$ cat src/rtl/p2pc_cfg.svh
// Offsets, field positions, reset values for port 2 transceiver registers
`ifndef P2PC_CFG_SVH
`define P2PC_CFG_SVH

// Register indices; byte address is four times the index
`define P2PC_IDX_CTRL   3'h0
`define P2PC_IDX_STAT   3'h2
`define P2PC_IDX_ISTAT  3'h4
`define P2PC_IDX_IMASK  3'h5
`define P2PC_IDX_ALIAS  3'h6

// Basic control register fields
`define P2PC_CB_LOOP    14
`define P2PC_CB_F100    13
`define P2PC_CB_ANEN    12
`define P2PC_CB_PDOWN   11
`define P2PC_CB_RESTART 9
`define P2PC_CB_FDX     8
`define P2PC_CB_XALG    5
`define P2PC_CB_FMDIX   4
`define P2PC_CB_MDIXOFF 3
`define P2PC_CB_RSVD2   2
`define P2PC_CB_TXOFF   1
`define P2PC_CB_LEDOFF  0
`define P2PC_CTRL_RST   16'h1020
`define P2PC_CTRL_WMASK 16'h7b3f

// Position of each control field except P2PC_CB_XALG in the aliased bank register
`define P2PC_AL_LOOP    8
`define P2PC_AL_F100    6
`define P2PC_AL_ANEN    7
`define P2PC_AL_PDOWN   11
`define P2PC_AL_RESTART 13
`define P2PC_AL_FDX     5
`define P2PC_AL_FMDIX   9
`define P2PC_AL_MDIXOFF 10
`define P2PC_AL_RSVD2   12
`define P2PC_AL_TXOFF   14
`define P2PC_AL_LEDOFF  15

// Basic status register fields
`define P2PC_SB_ANDONE  5
`define P2PC_SB_FEF     4
`define P2PC_SB_ANCAP   3
`define P2PC_SB_LINK    2
`define P2PC_SB_JABBER  1

// Interrupt status bits
`define P2PC_IB_LINKUP  0
`define P2PC_IB_LINKDN  1
`define P2PC_IB_ANDONE  2
`define P2PC_IB_FEF     3
`define P2PC_IRQ_W      4

// Transceiver configuration after reset, in phy_cfg_t field order
`define P2PC_CFG_RST    10'h094

`endif

$ cat src/rtl/p2pc_pkg.sv
// Types for the port 2 transceiver register bank
`default_nettype none

package p2pc_pkg;

  typedef enum logic [1:0] {
    AN_IDLE = 2'b00,
    AN_NEG  = 2'b01,
    AN_DONE = 2'b11
  } an_state_t;

  typedef struct packed {
    logic loopback;
    logic power_down;
    logic an_enable;
    logic speed_100;
    logic full_duplex;
    logic mdix_auto;
    logic mdix_cross;
    logic xover_std;
    logic tx_disable;
    logic led_disable;
  } phy_cfg_t;

endpackage : p2pc_pkg

`default_nettype wire

$ cat src/rtl/p2pc_an_seq.sv
// Auto-negotiation progress sequencer
`timescale 1ns/100ps
`default_nettype none

module p2pc_an_seq (
  input  wire logic clock_i,
  input  wire logic rst_i,
  input  wire logic an_enable_i,
  input  wire logic power_down_i,
  input  wire logic restart_i,
  input  wire logic result_ready_i,
  input  wire logic link_drop_i,
  output logic      complete_o
);

  p2pc_pkg::an_state_t state_r;
  p2pc_pkg::an_state_t state_nxt;
  logic                run_ok;

  assign run_ok = an_enable_i & ~power_down_i;

  always_comb begin
    state_nxt = state_r;
    unique case (state_r)
      p2pc_pkg::AN_IDLE: begin
        if (run_ok) state_nxt = p2pc_pkg::AN_NEG;
      end
      p2pc_pkg::AN_NEG: begin
        if (!run_ok) state_nxt = p2pc_pkg::AN_IDLE;
        else if (!restart_i && result_ready_i) state_nxt = p2pc_pkg::AN_DONE;
      end
      p2pc_pkg::AN_DONE: begin
        if (!run_ok) state_nxt = p2pc_pkg::AN_IDLE;
        else if (restart_i || link_drop_i) state_nxt = p2pc_pkg::AN_NEG;
      end
      default: state_nxt = p2pc_pkg::AN_IDLE;
    endcase
  end

  always_ff @(posedge clock_i) begin
    if (rst_i) state_r <= p2pc_pkg::AN_IDLE;
    else state_r <= state_nxt;
  end

  assign complete_o = (state_r == p2pc_pkg::AN_DONE);

  // ----------------------------------------
  // Checks
  // ----------------------------------------
  property p_seq_restart;
    @(posedge clock_i) disable iff (rst_i)
    restart_i && run_ok |=> !complete_o;
  endproperty
  a_seq_restart: assert property (p_seq_restart)
    else $error("Restart left negotiation complete");

  property p_seq_done;
    @(posedge clock_i) disable iff (rst_i)
    (state_r == p2pc_pkg::AN_NEG) && run_ok && !restart_i && result_ready_i
      |=> complete_o;
  endproperty
  a_seq_done: assert property (p_seq_done)
    else $error("Negotiation result not reported complete");

endmodule : p2pc_an_seq

`default_nettype wire

$ cat src/rtl/p2pc_top.sv
// Port 2 transceiver basic control and status register bank
//
// Decided for this implementation: register access over Avalon-MM.
`timescale 1ns/100ps
`default_nettype none
`include "p2pc_cfg.svh"

module p2pc_top (
  input  wire logic         clock_i,
  input  wire logic         rst_i,
  input  wire logic [4:0]   avs_address_i,
  input  wire logic         avs_read_i,
  input  wire logic         avs_write_i,
  input  wire logic [31:0]  avs_writedata_i,
  input  wire logic [3:0]   avs_byteenable_i,
  output logic [31:0]       avs_readdata_o,
  output logic              avs_waitrequest_o,
  input  wire logic         link_up_i,
  input  wire logic         far_end_fault_i,
  input  wire logic         an_result_ready_i,
  input  wire logic         an_speed_100_i,
  input  wire logic         an_full_duplex_i,
  output p2pc_pkg::phy_cfg_t phy_cfg_o,
  output logic              an_restart_o,
  output logic              irq_o
);

  // ----------------------------------------
  // Field mapping
  // ----------------------------------------
  function automatic logic [15:0] ctrl_to_alias(input logic [15:0] c);
    logic [15:0] a;
    a = 16'h0000;
    a[`P2PC_AL_LOOP]    = c[`P2PC_CB_LOOP];
    a[`P2PC_AL_F100]    = c[`P2PC_CB_F100];
    a[`P2PC_AL_ANEN]    = c[`P2PC_CB_ANEN];
    a[`P2PC_AL_PDOWN]   = c[`P2PC_CB_PDOWN];
    a[`P2PC_AL_RESTART] = c[`P2PC_CB_RESTART];
    a[`P2PC_AL_FDX]     = c[`P2PC_CB_FDX];
    a[`P2PC_AL_FMDIX]   = c[`P2PC_CB_FMDIX];
    a[`P2PC_AL_MDIXOFF] = c[`P2PC_CB_MDIXOFF];
    a[`P2PC_AL_RSVD2]   = c[`P2PC_CB_RSVD2];
    a[`P2PC_AL_TXOFF]   = c[`P2PC_CB_TXOFF];
    a[`P2PC_AL_LEDOFF]  = c[`P2PC_CB_LEDOFF];
    return a;
  endfunction : ctrl_to_alias

  function automatic logic [15:0] alias_to_ctrl(input logic [15:0] a);
    logic [15:0] c;
    c = 16'h0000;
    c[`P2PC_CB_LOOP]    = a[`P2PC_AL_LOOP];
    c[`P2PC_CB_F100]    = a[`P2PC_AL_F100];
    c[`P2PC_CB_ANEN]    = a[`P2PC_AL_ANEN];
    c[`P2PC_CB_PDOWN]   = a[`P2PC_AL_PDOWN];
    c[`P2PC_CB_RESTART] = a[`P2PC_AL_RESTART];
    c[`P2PC_CB_FDX]     = a[`P2PC_AL_FDX];
    c[`P2PC_CB_FMDIX]   = a[`P2PC_AL_FMDIX];
    c[`P2PC_CB_MDIXOFF] = a[`P2PC_AL_MDIXOFF];
    c[`P2PC_CB_RSVD2]   = a[`P2PC_AL_RSVD2];
    c[`P2PC_CB_TXOFF]   = a[`P2PC_AL_TXOFF];
    c[`P2PC_CB_LEDOFF]  = a[`P2PC_AL_LEDOFF];
    return c;
  endfunction : alias_to_ctrl

  // ----------------------------------------
  // Bus slave
  // ----------------------------------------
  logic                  ack_r;
  logic                  wr_go;
  logic                  rd_go;
  logic [2:0]            idx;
  logic [15:0]           bemask;
  logic [15:0]           wdata;
  logic [31:0]           rdata_r;
  logic [31:0]           rd_mux;
  logic [15:0]           ctrl_r;
  logic [15:0]           ctrl_wm;
  logic [15:0]           ctrl_wd;
  logic                  link_r;
  logic                  fef_r;
  logic                  an_done;
  logic                  an_done_r;
  logic [`P2PC_IRQ_W-1:0] ist_r;
  logic [`P2PC_IRQ_W-1:0] imask_r;
  logic [`P2PC_IRQ_W-1:0] ev;
  logic [`P2PC_IRQ_W-1:0] iclr;

  assign idx    = avs_address_i[4:2];
  assign wr_go  = avs_write_i & ack_r;
  assign rd_go  = avs_read_i & ack_r;
  assign wdata  = avs_writedata_i[15:0];
  assign bemask = {{8{avs_byteenable_i[1]}}, {8{avs_byteenable_i[0]}}};
  assign avs_waitrequest_o = (avs_read_i | avs_write_i) & ~ack_r;
  assign avs_readdata_o    = rdata_r;

  always_ff @(posedge clock_i) begin
    if (rst_i) ack_r <= 1'b0;
    else ack_r <= (avs_read_i | avs_write_i) & ~ack_r;
  end

  always_comb begin
    rd_mux = 32'h0000_0000;
    unique case (idx)
      `P2PC_IDX_CTRL:  rd_mux[15:0] = ctrl_r & `P2PC_CTRL_WMASK;
      `P2PC_IDX_STAT: begin
        rd_mux[`P2PC_SB_ANDONE] = an_done;
        rd_mux[`P2PC_SB_FEF]    = fef_r;
        rd_mux[`P2PC_SB_ANCAP]  = 1'b1;
        rd_mux[`P2PC_SB_LINK]   = link_r;
        rd_mux[`P2PC_SB_JABBER] = 1'b0;
      end
      `P2PC_IDX_ISTAT: rd_mux[`P2PC_IRQ_W-1:0] = ist_r;
      `P2PC_IDX_IMASK: rd_mux[`P2PC_IRQ_W-1:0] = imask_r;
      `P2PC_IDX_ALIAS: rd_mux[15:0] = ctrl_to_alias(ctrl_r);
      default:         rd_mux = 32'h0000_0000;
    endcase
  end

  always_ff @(posedge clock_i) begin
    if (rst_i) rdata_r <= 32'h0000_0000;
    else if (avs_read_i && !ack_r) rdata_r <= rd_mux;
  end

  // ----------------------------------------
  // Control storage
  // ----------------------------------------
  always_comb begin
    ctrl_wm = 16'h0000;
    ctrl_wd = 16'h0000;
    if (wr_go && idx == `P2PC_IDX_CTRL) begin
      ctrl_wm = bemask & `P2PC_CTRL_WMASK;
      ctrl_wd = wdata;
    end else if (wr_go && idx == `P2PC_IDX_ALIAS) begin
      ctrl_wm = alias_to_ctrl(bemask) & `P2PC_CTRL_WMASK;
      ctrl_wd = alias_to_ctrl(wdata);
    end
  end

  always_ff @(posedge clock_i) begin
    if (rst_i) begin
      ctrl_r <= `P2PC_CTRL_RST;
    end else begin
      ctrl_r <= (ctrl_r & ~ctrl_wm) | (ctrl_wd & ctrl_wm);
      if (!ctrl_wm[`P2PC_CB_RESTART])
        ctrl_r[`P2PC_CB_RESTART] <= 1'b0;
    end
  end

  assign an_restart_o = ctrl_r[`P2PC_CB_RESTART];

  // ----------------------------------------
  // Transceiver configuration
  // ----------------------------------------
  always_ff @(posedge clock_i) begin
    if (rst_i) begin
      phy_cfg_o <= `P2PC_CFG_RST;
    end else begin
      phy_cfg_o.loopback    <= ctrl_r[`P2PC_CB_LOOP];
      phy_cfg_o.power_down  <= ctrl_r[`P2PC_CB_PDOWN];
      phy_cfg_o.an_enable   <= ctrl_r[`P2PC_CB_ANEN];
      phy_cfg_o.speed_100   <= ctrl_r[`P2PC_CB_ANEN] ?
                               an_speed_100_i : ctrl_r[`P2PC_CB_F100];
      phy_cfg_o.full_duplex <= ctrl_r[`P2PC_CB_ANEN] ?
                               an_full_duplex_i : ctrl_r[`P2PC_CB_FDX];
      phy_cfg_o.mdix_auto   <= ~ctrl_r[`P2PC_CB_MDIXOFF] &
                               ~ctrl_r[`P2PC_CB_FMDIX];
      phy_cfg_o.mdix_cross  <= ctrl_r[`P2PC_CB_FMDIX];
      phy_cfg_o.xover_std   <= ctrl_r[`P2PC_CB_XALG];
      phy_cfg_o.tx_disable  <= ctrl_r[`P2PC_CB_TXOFF];
      phy_cfg_o.led_disable <= ctrl_r[`P2PC_CB_LEDOFF];
    end
  end

  // ----------------------------------------
  // Status and negotiation
  // ----------------------------------------
  always_ff @(posedge clock_i) begin
    if (rst_i) begin
      link_r    <= 1'b0;
      fef_r     <= 1'b0;
      an_done_r <= 1'b0;
    end else begin
      link_r    <= link_up_i;
      fef_r     <= far_end_fault_i;
      an_done_r <= an_done;
    end
  end

  p2pc_an_seq u_an_seq (
    .clock_i        (clock_i),
    .rst_i          (rst_i),
    .an_enable_i    (ctrl_r[`P2PC_CB_ANEN]),
    .power_down_i   (ctrl_r[`P2PC_CB_PDOWN]),
    .restart_i      (ctrl_r[`P2PC_CB_RESTART]),
    .result_ready_i (an_result_ready_i),
    .link_drop_i    (link_r & ~link_up_i),
    .complete_o     (an_done)
  );

  // ----------------------------------------
  // Interrupts
  // ----------------------------------------
  assign ev[`P2PC_IB_LINKUP] = ~link_r & link_up_i;
  assign ev[`P2PC_IB_LINKDN] = link_r & ~link_up_i;
  assign ev[`P2PC_IB_ANDONE] = ~an_done_r & an_done;
  assign ev[`P2PC_IB_FEF]    = ~fef_r & far_end_fault_i;
  assign iclr = (wr_go && idx == `P2PC_IDX_ISTAT && avs_byteenable_i[0]) ?
                wdata[`P2PC_IRQ_W-1:0] : '0;

  always_ff @(posedge clock_i) begin
    if (rst_i) ist_r <= '0;
    else ist_r <= (ist_r & ~iclr) | ev;
  end

  always_ff @(posedge clock_i) begin
    if (rst_i) imask_r <= '0;
    else if (wr_go && idx == `P2PC_IDX_IMASK && avs_byteenable_i[0])
      imask_r <= wdata[`P2PC_IRQ_W-1:0];
  end

  assign irq_o = |(ist_r & imask_r);

  // ----------------------------------------
  // Checks
  // ----------------------------------------
  property p_loop_wr;
    @(posedge clock_i) disable iff (rst_i)
    wr_go && idx == `P2PC_IDX_CTRL && avs_byteenable_i[1]
      |=> ##1 phy_cfg_o.loopback == $past(avs_writedata_i[14], 2);
  endproperty
  a_loop_wr: assert property (p_loop_wr)
    else $error("Loopback does not follow control write");

  property p_rst_dflt;
    @(posedge clock_i) rst_i |=> ctrl_r[12] && ctrl_r[5] && !ctrl_r[13];
  endproperty
  a_rst_dflt: assert property (p_rst_dflt)
    else $error("Control reset value wrong");

  property p_forced;
    @(posedge clock_i) disable iff (rst_i)
    !ctrl_r[12] |=> phy_cfg_o.speed_100 == $past(ctrl_r[13]) &&
                    phy_cfg_o.full_duplex == $past(ctrl_r[8]);
  endproperty
  a_forced: assert property (p_forced)
    else $error("Forced speed or duplex not applied");

  property p_restart;
    @(posedge clock_i) disable iff (rst_i)
    wr_go && idx == `P2PC_IDX_CTRL && avs_byteenable_i[1] &&
      avs_writedata_i[9] |=> an_restart_o ##1 !an_restart_o;
  endproperty
  a_restart: assert property (p_restart)
    else $error("Restart pulse missing or stuck");

  property p_mdix;
    @(posedge clock_i) disable iff (rst_i)
    ctrl_r[3] || ctrl_r[4] |=> !phy_cfg_o.mdix_auto &&
      phy_cfg_o.mdix_cross == $past(ctrl_r[4]);
  endproperty
  a_mdix: assert property (p_mdix)
    else $error("Crossover override not applied");

  property p_drive_off;
    @(posedge clock_i) disable iff (rst_i)
    ##1 phy_cfg_o.tx_disable == $past(ctrl_r[1]) &&
        phy_cfg_o.power_down == $past(ctrl_r[11]) &&
        phy_cfg_o.led_disable == $past(ctrl_r[0]);
  endproperty
  a_drive_off: assert property (p_drive_off)
    else $error("Transmit, power or indicator control lost");

  property p_stat_rd;
    @(posedge clock_i) disable iff (rst_i)
    rd_go && idx == `P2PC_IDX_STAT |-> rdata_r[3] && !rdata_r[1] &&
      rdata_r[2] == $past(link_r) && rdata_r[4] == $past(fef_r) &&
      rdata_r[5] == $past(an_done);
  endproperty
  a_stat_rd: assert property (p_stat_rd)
    else $error("Status readback wrong");

  property p_ro_zero;
    @(posedge clock_i) disable iff (rst_i)
    rd_go && idx == `P2PC_IDX_CTRL |->
      (rdata_r[15:0] & 16'h84c0) == 16'h0000;
  endproperty
  a_ro_zero: assert property (p_ro_zero)
    else $error("Unsupported control bit reads one");

  property p_irq;
    @(posedge clock_i) disable iff (rst_i)
    ev[0] && imask_r[0] |=> irq_o;
  endproperty
  a_irq: assert property (p_irq)
    else $error("Link-up event raised no interrupt");

  property p_wait;
    @(posedge clock_i) disable iff (rst_i)
    (avs_read_i || avs_write_i) && !ack_r |-> avs_waitrequest_o ##1 ack_r;
  endproperty
  a_wait: assert property (p_wait)
    else $error("Bus answer not in one wait cycle");

  c_ctrl_wr: cover property (@(posedge clock_i) wr_go && idx == 3'h0);
  c_alias_wr: cover property (@(posedge clock_i) wr_go && idx == 3'h6);
  c_an_done: cover property (@(posedge clock_i) $rose(an_done));
  c_irq: cover property (@(posedge clock_i) $rose(irq_o));

endmodule : p2pc_top

`default_nettype wire

$ cat config.mk
export PLATFORM = sky130hd
export DESIGN_NAME = p2pc_top
export DESIGN_NICKNAME = d
export VERILOG_FILES = /design/src/rtl/p2pc_pkg.sv /design/src/rtl/p2pc_an_seq.sv /design/src/rtl/p2pc_top.sv
export VERILOG_INCLUDE_DIRS = /design/src /design/src/rtl
export SDC_FILE = /design/constraint.sdc
export NUM_CORES = 1
export LEC_CHECK = 0
export ABC_AREA = 1
export BUFFER_PORTS_ARGS = -buffer_cell sky130_fd_sc_hd__buf_2
export CORE_ASPECT_RATIO = 2
export CORE_UTILIZATION = 43
export CTS_BUF_LIST = sky130_fd_sc_hd__clkbuf_4 sky130_fd_sc_hd__clkbuf_8 sky130_fd_sc_hd__clkbuf_16
export DETAILED_ROUTE_END_ITERATION = 10
export PLACE_DENSITY = 0.73
export SKIP_CTS_REPAIR_TIMING = 1
export SLEW_MARGIN = 20
export SYNTH_ARGS = -nofsm -noshare
export SYNTH_HDL_FRONTEND = slang
export SYNTH_SLANG_ARGS = --single-unit
$ cat constraint.sdc
create_clock -name clock_i -period 1.1 [get_ports clock_i]
set_input_delay 0.055 -clock clock_i [delete_from_list [all_inputs] [get_ports clock_i]]
set_output_delay 0.055 -clock clock_i [all_outputs]
set_load 0.005 [all_outputs]
# Word-level counts from Yosys, hierarchy flattened
# Index checks and enable logic that the tools add are counted.
# W data, S select, Z words.
word_totals:
  ff_bits: 56
  latch_bits: 0
  ram_bits: 0
  rom_bits: 0
  in_bits: 50
  mem_count: 0
classes:
  add_sub_neg: 0
  multipliers: 0
  div: 0
  order_cmp: 0
  n_eq_ne: 9
  shifts: 0
  muxes: 17
  bitwise_logic: 26
  reduce_logical: 16
ops:
  columns: ["operator", "n"]
  rows:
  - ["$mux W15", 3]
  - ["$and A16 B16 Y16", 2]
  - ["$pmux W10 S2", 1]
  - ["$mux W16", 1]
  - ["$not A16 Y16", 1]
  - ["$or A16 B16 Y16", 1]
  - ["$pmux W2 S3", 2]
  - ["$pmux W3 S4", 1]
  - ["$mux W2", 5]
  - ["$eq A3 B3 Y1 const B", 3]
  - ["$not A1 Y1", 9]
  - ["$and A1 B1 Y1", 8]
  - ["$and A4 B4 Y4", 2]
  - ["$logic_and A1 B1 Y1", 8]
  - ["$ne A3 B3 Y1 const B", 2]
  - ["$mux W4", 1]
  - ["$not A4 Y4", 1]
  - ["$or A4 B4 Y4", 1]
  - ["$reduce_or A4 Y1", 1]
  - ["$eq A3 B2 Y1 const B", 1]
  - ["$logic_not A3 Y1", 1]
  - ["$pmux W1 S3", 1]
  - ["$reduce_and A3 Y1", 1]
  - ["$eq A2 B1 Y1 const B", 1]
  - ["8 further kinds", 10]

# Longest topological paths before layout
logic_depth:
  depth_word: 7
  mapped_depth: 9
  depth_no_buf: 8

# Cells and area by module
# Synthesis repeated with hierarchy kept, for this count alone.
unflattened:
  hier_cells: 340
  hier_area_um2: 2419.8
by_module_without_submodules:
  columns: ["mod", "n_inst", "cells_per_inst", "area_each_um2", "seq_area_each_um2"]
  rows:
  - ["p2pc_top", 1, 322, 2299.7, 1001.0]
  - ["p2pc_an_seq", 1, 18, 120.1, 40.0]

# Least setup slack after synthesis
# OpenSTA, ideal clock, no wires.
synth_path:
  path_kind: "flip-flop to flip-flop"
  start: "reg ack_r"
  end: "reg with a tool-made name"
  arrival_ps: 1030
  setup_slack_ps: -60
  path_stages_with_launch: 9
  synth_period_minus_slack_ps: 1160
  cell_sequence: "dfxtp_1 nand2_2 nor2_4 buf_6 nand2_4 nand2_2 inv_2 nand2_1 nand3_1"
synth_rtl:
  columns: ["item", "line", "text"]
  rows:
  - ["from (decl)", "p2pc_top.sv:68", "logic ack_r;"]
  - ["from (signal assigned)", "p2pc_top.sv:98", "else ack_r <= (avs_read_i | avs_write_i) & ~ack_r;"]

==> impl_metrics.csv <==
group,metric,value,unit
status,status,"complete, but fails checks",
status,violations,"DRC, hold timing, setup timing",
global_routing,grt_antenna_before_repair,0,
logic_synthesis,synthMuxAreaShare,0,
floorplanning,die_x,54.7,um
logic_synthesis,yosysTopAreaCellShare,0.437,
power_and_ir_drop,p_per_area,1140,nW/um^2
power_and_ir_drop,power.share.clock,0.304,
power_and_ir_drop,leakagePower,1.57,nW
routing,drc,1,
timing,layout_setup_ws,-0.0788,ns
floorplanning,dieHeight,107,um
cts,cts_root_buffer,"clkbuf_8",
cts,cts_buffers,5,
timing,fmax,848,MHz
layout,finalNetCount,476,
global_routing,grt_max_degree,19,
placed_design,port-buffer-count,58,
placed_design,gp_congestion,0.924,
floorplanning,rows,38,
logic_synthesis,synth-adder-area-share,0,
setup_path,critPathCaptureType,"flip-flop",
power_and_ir_drop,combinationalPowerShare,0.130,
setup_path,r2r-start,"ack_r$_SDFF_PP0_",
logic_synthesis,synth_xor_area_frac,0,
setup_path,critical_path.max_fanout,7,
setup_path,slowest_delay,0.38,ns
setup_path,cp-start-kind,"flip-flop",
hold_path,worstHoldStart,"far_end_fault_i",
floorplanning,start_util,0.444,
logic_synthesis,synth.largest_area_cell,"dfxtp_1",
timing,setup_viol,20,
cts,ctsHtreeMaxLevel,2,
setup_path,cp-startpoint,"ack_r$_SDFF_PP0_",
placed_design,place_hpwl,4.96,mm
run,cap_violations,0,
routing,drt-total-wl,6.45,mm
hold_path,hold_class,"in -> reg",
setup_path,crit_chain,"nand2_4, nor2_4, buf_4, a21oi_4, nor2_1, nor2_1",
timing,fin_hold_ws,-0.0344,ns
placed_design,place_ws,-0.123,ns
setup_path,crit_type,"reg -> reg",
setup_path,path_common_cell,"nor2_1",
timing,period_minus_slack,1.18,ns
cts,tritoncts,"built",
cts,worstSkewPairLatency,0.31,ns
logic_synthesis,ys_ff_latch,52,
global_routing,grt_usage,0.231,
floorplanning,io_pins,95,
cts,clkSlewWorstSetupHoldPaths,0.09,ns
power_and_ir_drop,internal-power,2.59,mW
global_routing,grt_pass1_wl,9.78,mm
routing,antenna_left,0,
global_routing,first_global_vias,2205,
logic_synthesis,synth-main-ff-cell,"dfxtp_1",
timing,drv_slew,0,
routing,drt_iter0_drc,89,
global_routing,grt_remaining_overflow,0,
power_and_ir_drop,ir_drop,1.07,mV
cts,cts.path.max_buffers,2,
power_and_ir_drop,p_seq_frac,0.566,
routing,vias_per_cell,4.92,
logic_synthesis,syn_avg_cell_area,7.10,sq um
setup_path,required,1.31,ns
logic_synthesis,yosysWarnings,0,
cts,clkSinkCount,52,
layout,layout-drive-gt1-share,0.308,
logic_synthesis,synth_edf_count,0,
setup_path,crit_arrival,1.39,ns
logic_synthesis,yosysSeqAreaShare,0.437,
logic_synthesis,synth_compound_area_frac,0.114,
logic_synthesis,synth_top_family_by_area,"simple AND/OR/NAND/NOR gates",
power_and_ir_drop,power_switching,0.901,mW
timing,finalCritPeriodShare,1.07,
power_and_ir_drop,sw_frac_of_total,0.258,
timing,grt_setup_unrepaired,"yes",
logic_synthesis,postSynthCellCount,336,
routing,dr.pass1.iters,7,
timing,hold_violations,4,
layout,area_delta_synth_final,28.2,%
logic_synthesis,async_flop_share,0,
logic_synthesis,ys_top_cells_by_area,"dfxtp_1 44%, nand2_1 13%, nor2_1 8.7%, buf_4 5.0%, inv_1 4.9%",
floorplanning,die-area,5870,sq um
logic_synthesis,netlist_area,2380,sq um
logic_synthesis,yosysUniqueCellTypes,30,
timing,fin_skew,0.00765,ns
routing,wl_per_cell,13.3,um
layout,num_antenna_cells,0,
power_and_ir_drop,fin_total_pwr,3.49,mW
floorplanning,core,5370,sq um
logic_synthesis,yosys.area_share.simple,0.325,
setup_path,crit_slowest_cell,"dfxtp_4",
routing,num_vias,2392,
-- critical path: cells and delay by family, from the launching register on --
family | cells | cell delay (ns)
AOI/OAI and AO/OA | 1 | 0.06
buffers and inverters | 1 | 0.17
DFF | 1 | 0.38
and+or+nand+nor | 4 | 0.47
-- Yosys cell counts, drive strengths merged, types with 2 or more instances --
library cell  instances
clkbuf                5
a22oi                 2
o21ai                21
nor2                 60
dfxtp                52
nand3                22
or2                   3
a31oi                 2
o22ai                 3
a21oi                15
nand4                 4
nand2                88
inv                  35
buf                  19
-- power groups by stage --
| stage | combinational, mW | clock [mW] | sequential, mW |
|---|---|---|---|
| after global placement | 0.420 | 0 | 2.02 |
| after detailed placement | 0.428 | 0 | 2.02 |
| final | 0.453 | 1.06 | 1.98 |
| after global routing | 0.503 | 1.14 | 1.98 |
| after floorplan | 0.243 | 0 | 2.01 |
| after CTS | 0.429 | 1.08 | 1.97 |
-- final timing paths --
path	endpoint	slack, ns	cells past startpoint
worst max-delay path	flip-flop	-0.08	6
worst min-delay path	fef_r$_SDFF_PP0_	-0.03	3
worst max register to register	flip-flop	-0.08	6
worst min register to register	phy_cfg_o[4]$_SDFF_PP1_	0.45	1
-- area by class of cell --
class / instances / area, sq um
fillers: 522 / 2310
multi-input cells: 241 / 1170
flip-flops and latches: 52 / 1040
repair buffers: 91 / 554
inverters: 35 / 134
clock buffers: 6 / 76.3
well taps: 60 / 75.1
clock inverters: 1 / 5.00
-- cell usage in the layout (no fill, tap or decap), types with 2 or more instances in the layout --
cell and instances:
o22ai_1 3, conb_1 16, inv_2 5, o21ai_1 4
or2_2 3, o21ai_2 3, buf_2 58, a21oi_2 2
clkbuf_8 5, nor2_4 5, dfxtp_1 51, nand4_1 4
nand3_1 21, nand2_1 82, nor2_2 4, a22oi_1 2
a21oi_1 12, nand2_4 4, nand2_2 2, buf_4 31
a21oi_4 2, nor2_1 51, a31oi_1 2, inv_1 29
o21ai_0 14
-- cell families after synthesis --
| group | Yosys count |
|---|---|
| other cells | 1 |
| simple gates | 178 |
| compound gates | 46 |
| flops | 52 |
| buf+inv | 59 |
-- per-stage QoR --
| stage | instances | hold WS (ns) | utilization | setup TNS [ns] | cell area [sq um] |
|---|---|---|---|---|---|
| final | 486 | -0.0344 | 0.569 | -0.755 | 3060 |
| after global routing | 486 | 0.0166 | 0.569 | -3.27 | 3060 |
| after CTS | 483 | -0.0309 | 0.554 | -1.63 | 2980 |
| after detailed placement | 476 | 0.286 | 0.539 | -1.21 | 2900 |
| after global placement | 476 | 0.268 | 0.539 | -1.02 | 2900 |
| after floorplan | 351 | 0.139 | - | -0.156 | 2440 |
-- layer usage --
metal / vias up / track usage / share of wire
met5: - / 0 / 0
li1: 1210 / - / -
met4: 0 / 0.115 / 0.040
met1: 1085 / 0.234 / 0.37
met2: 82 / 0.421 / 0.55
met3: 15 / 0.0311 / 0.039
Power figures use the tool's default switching activity.
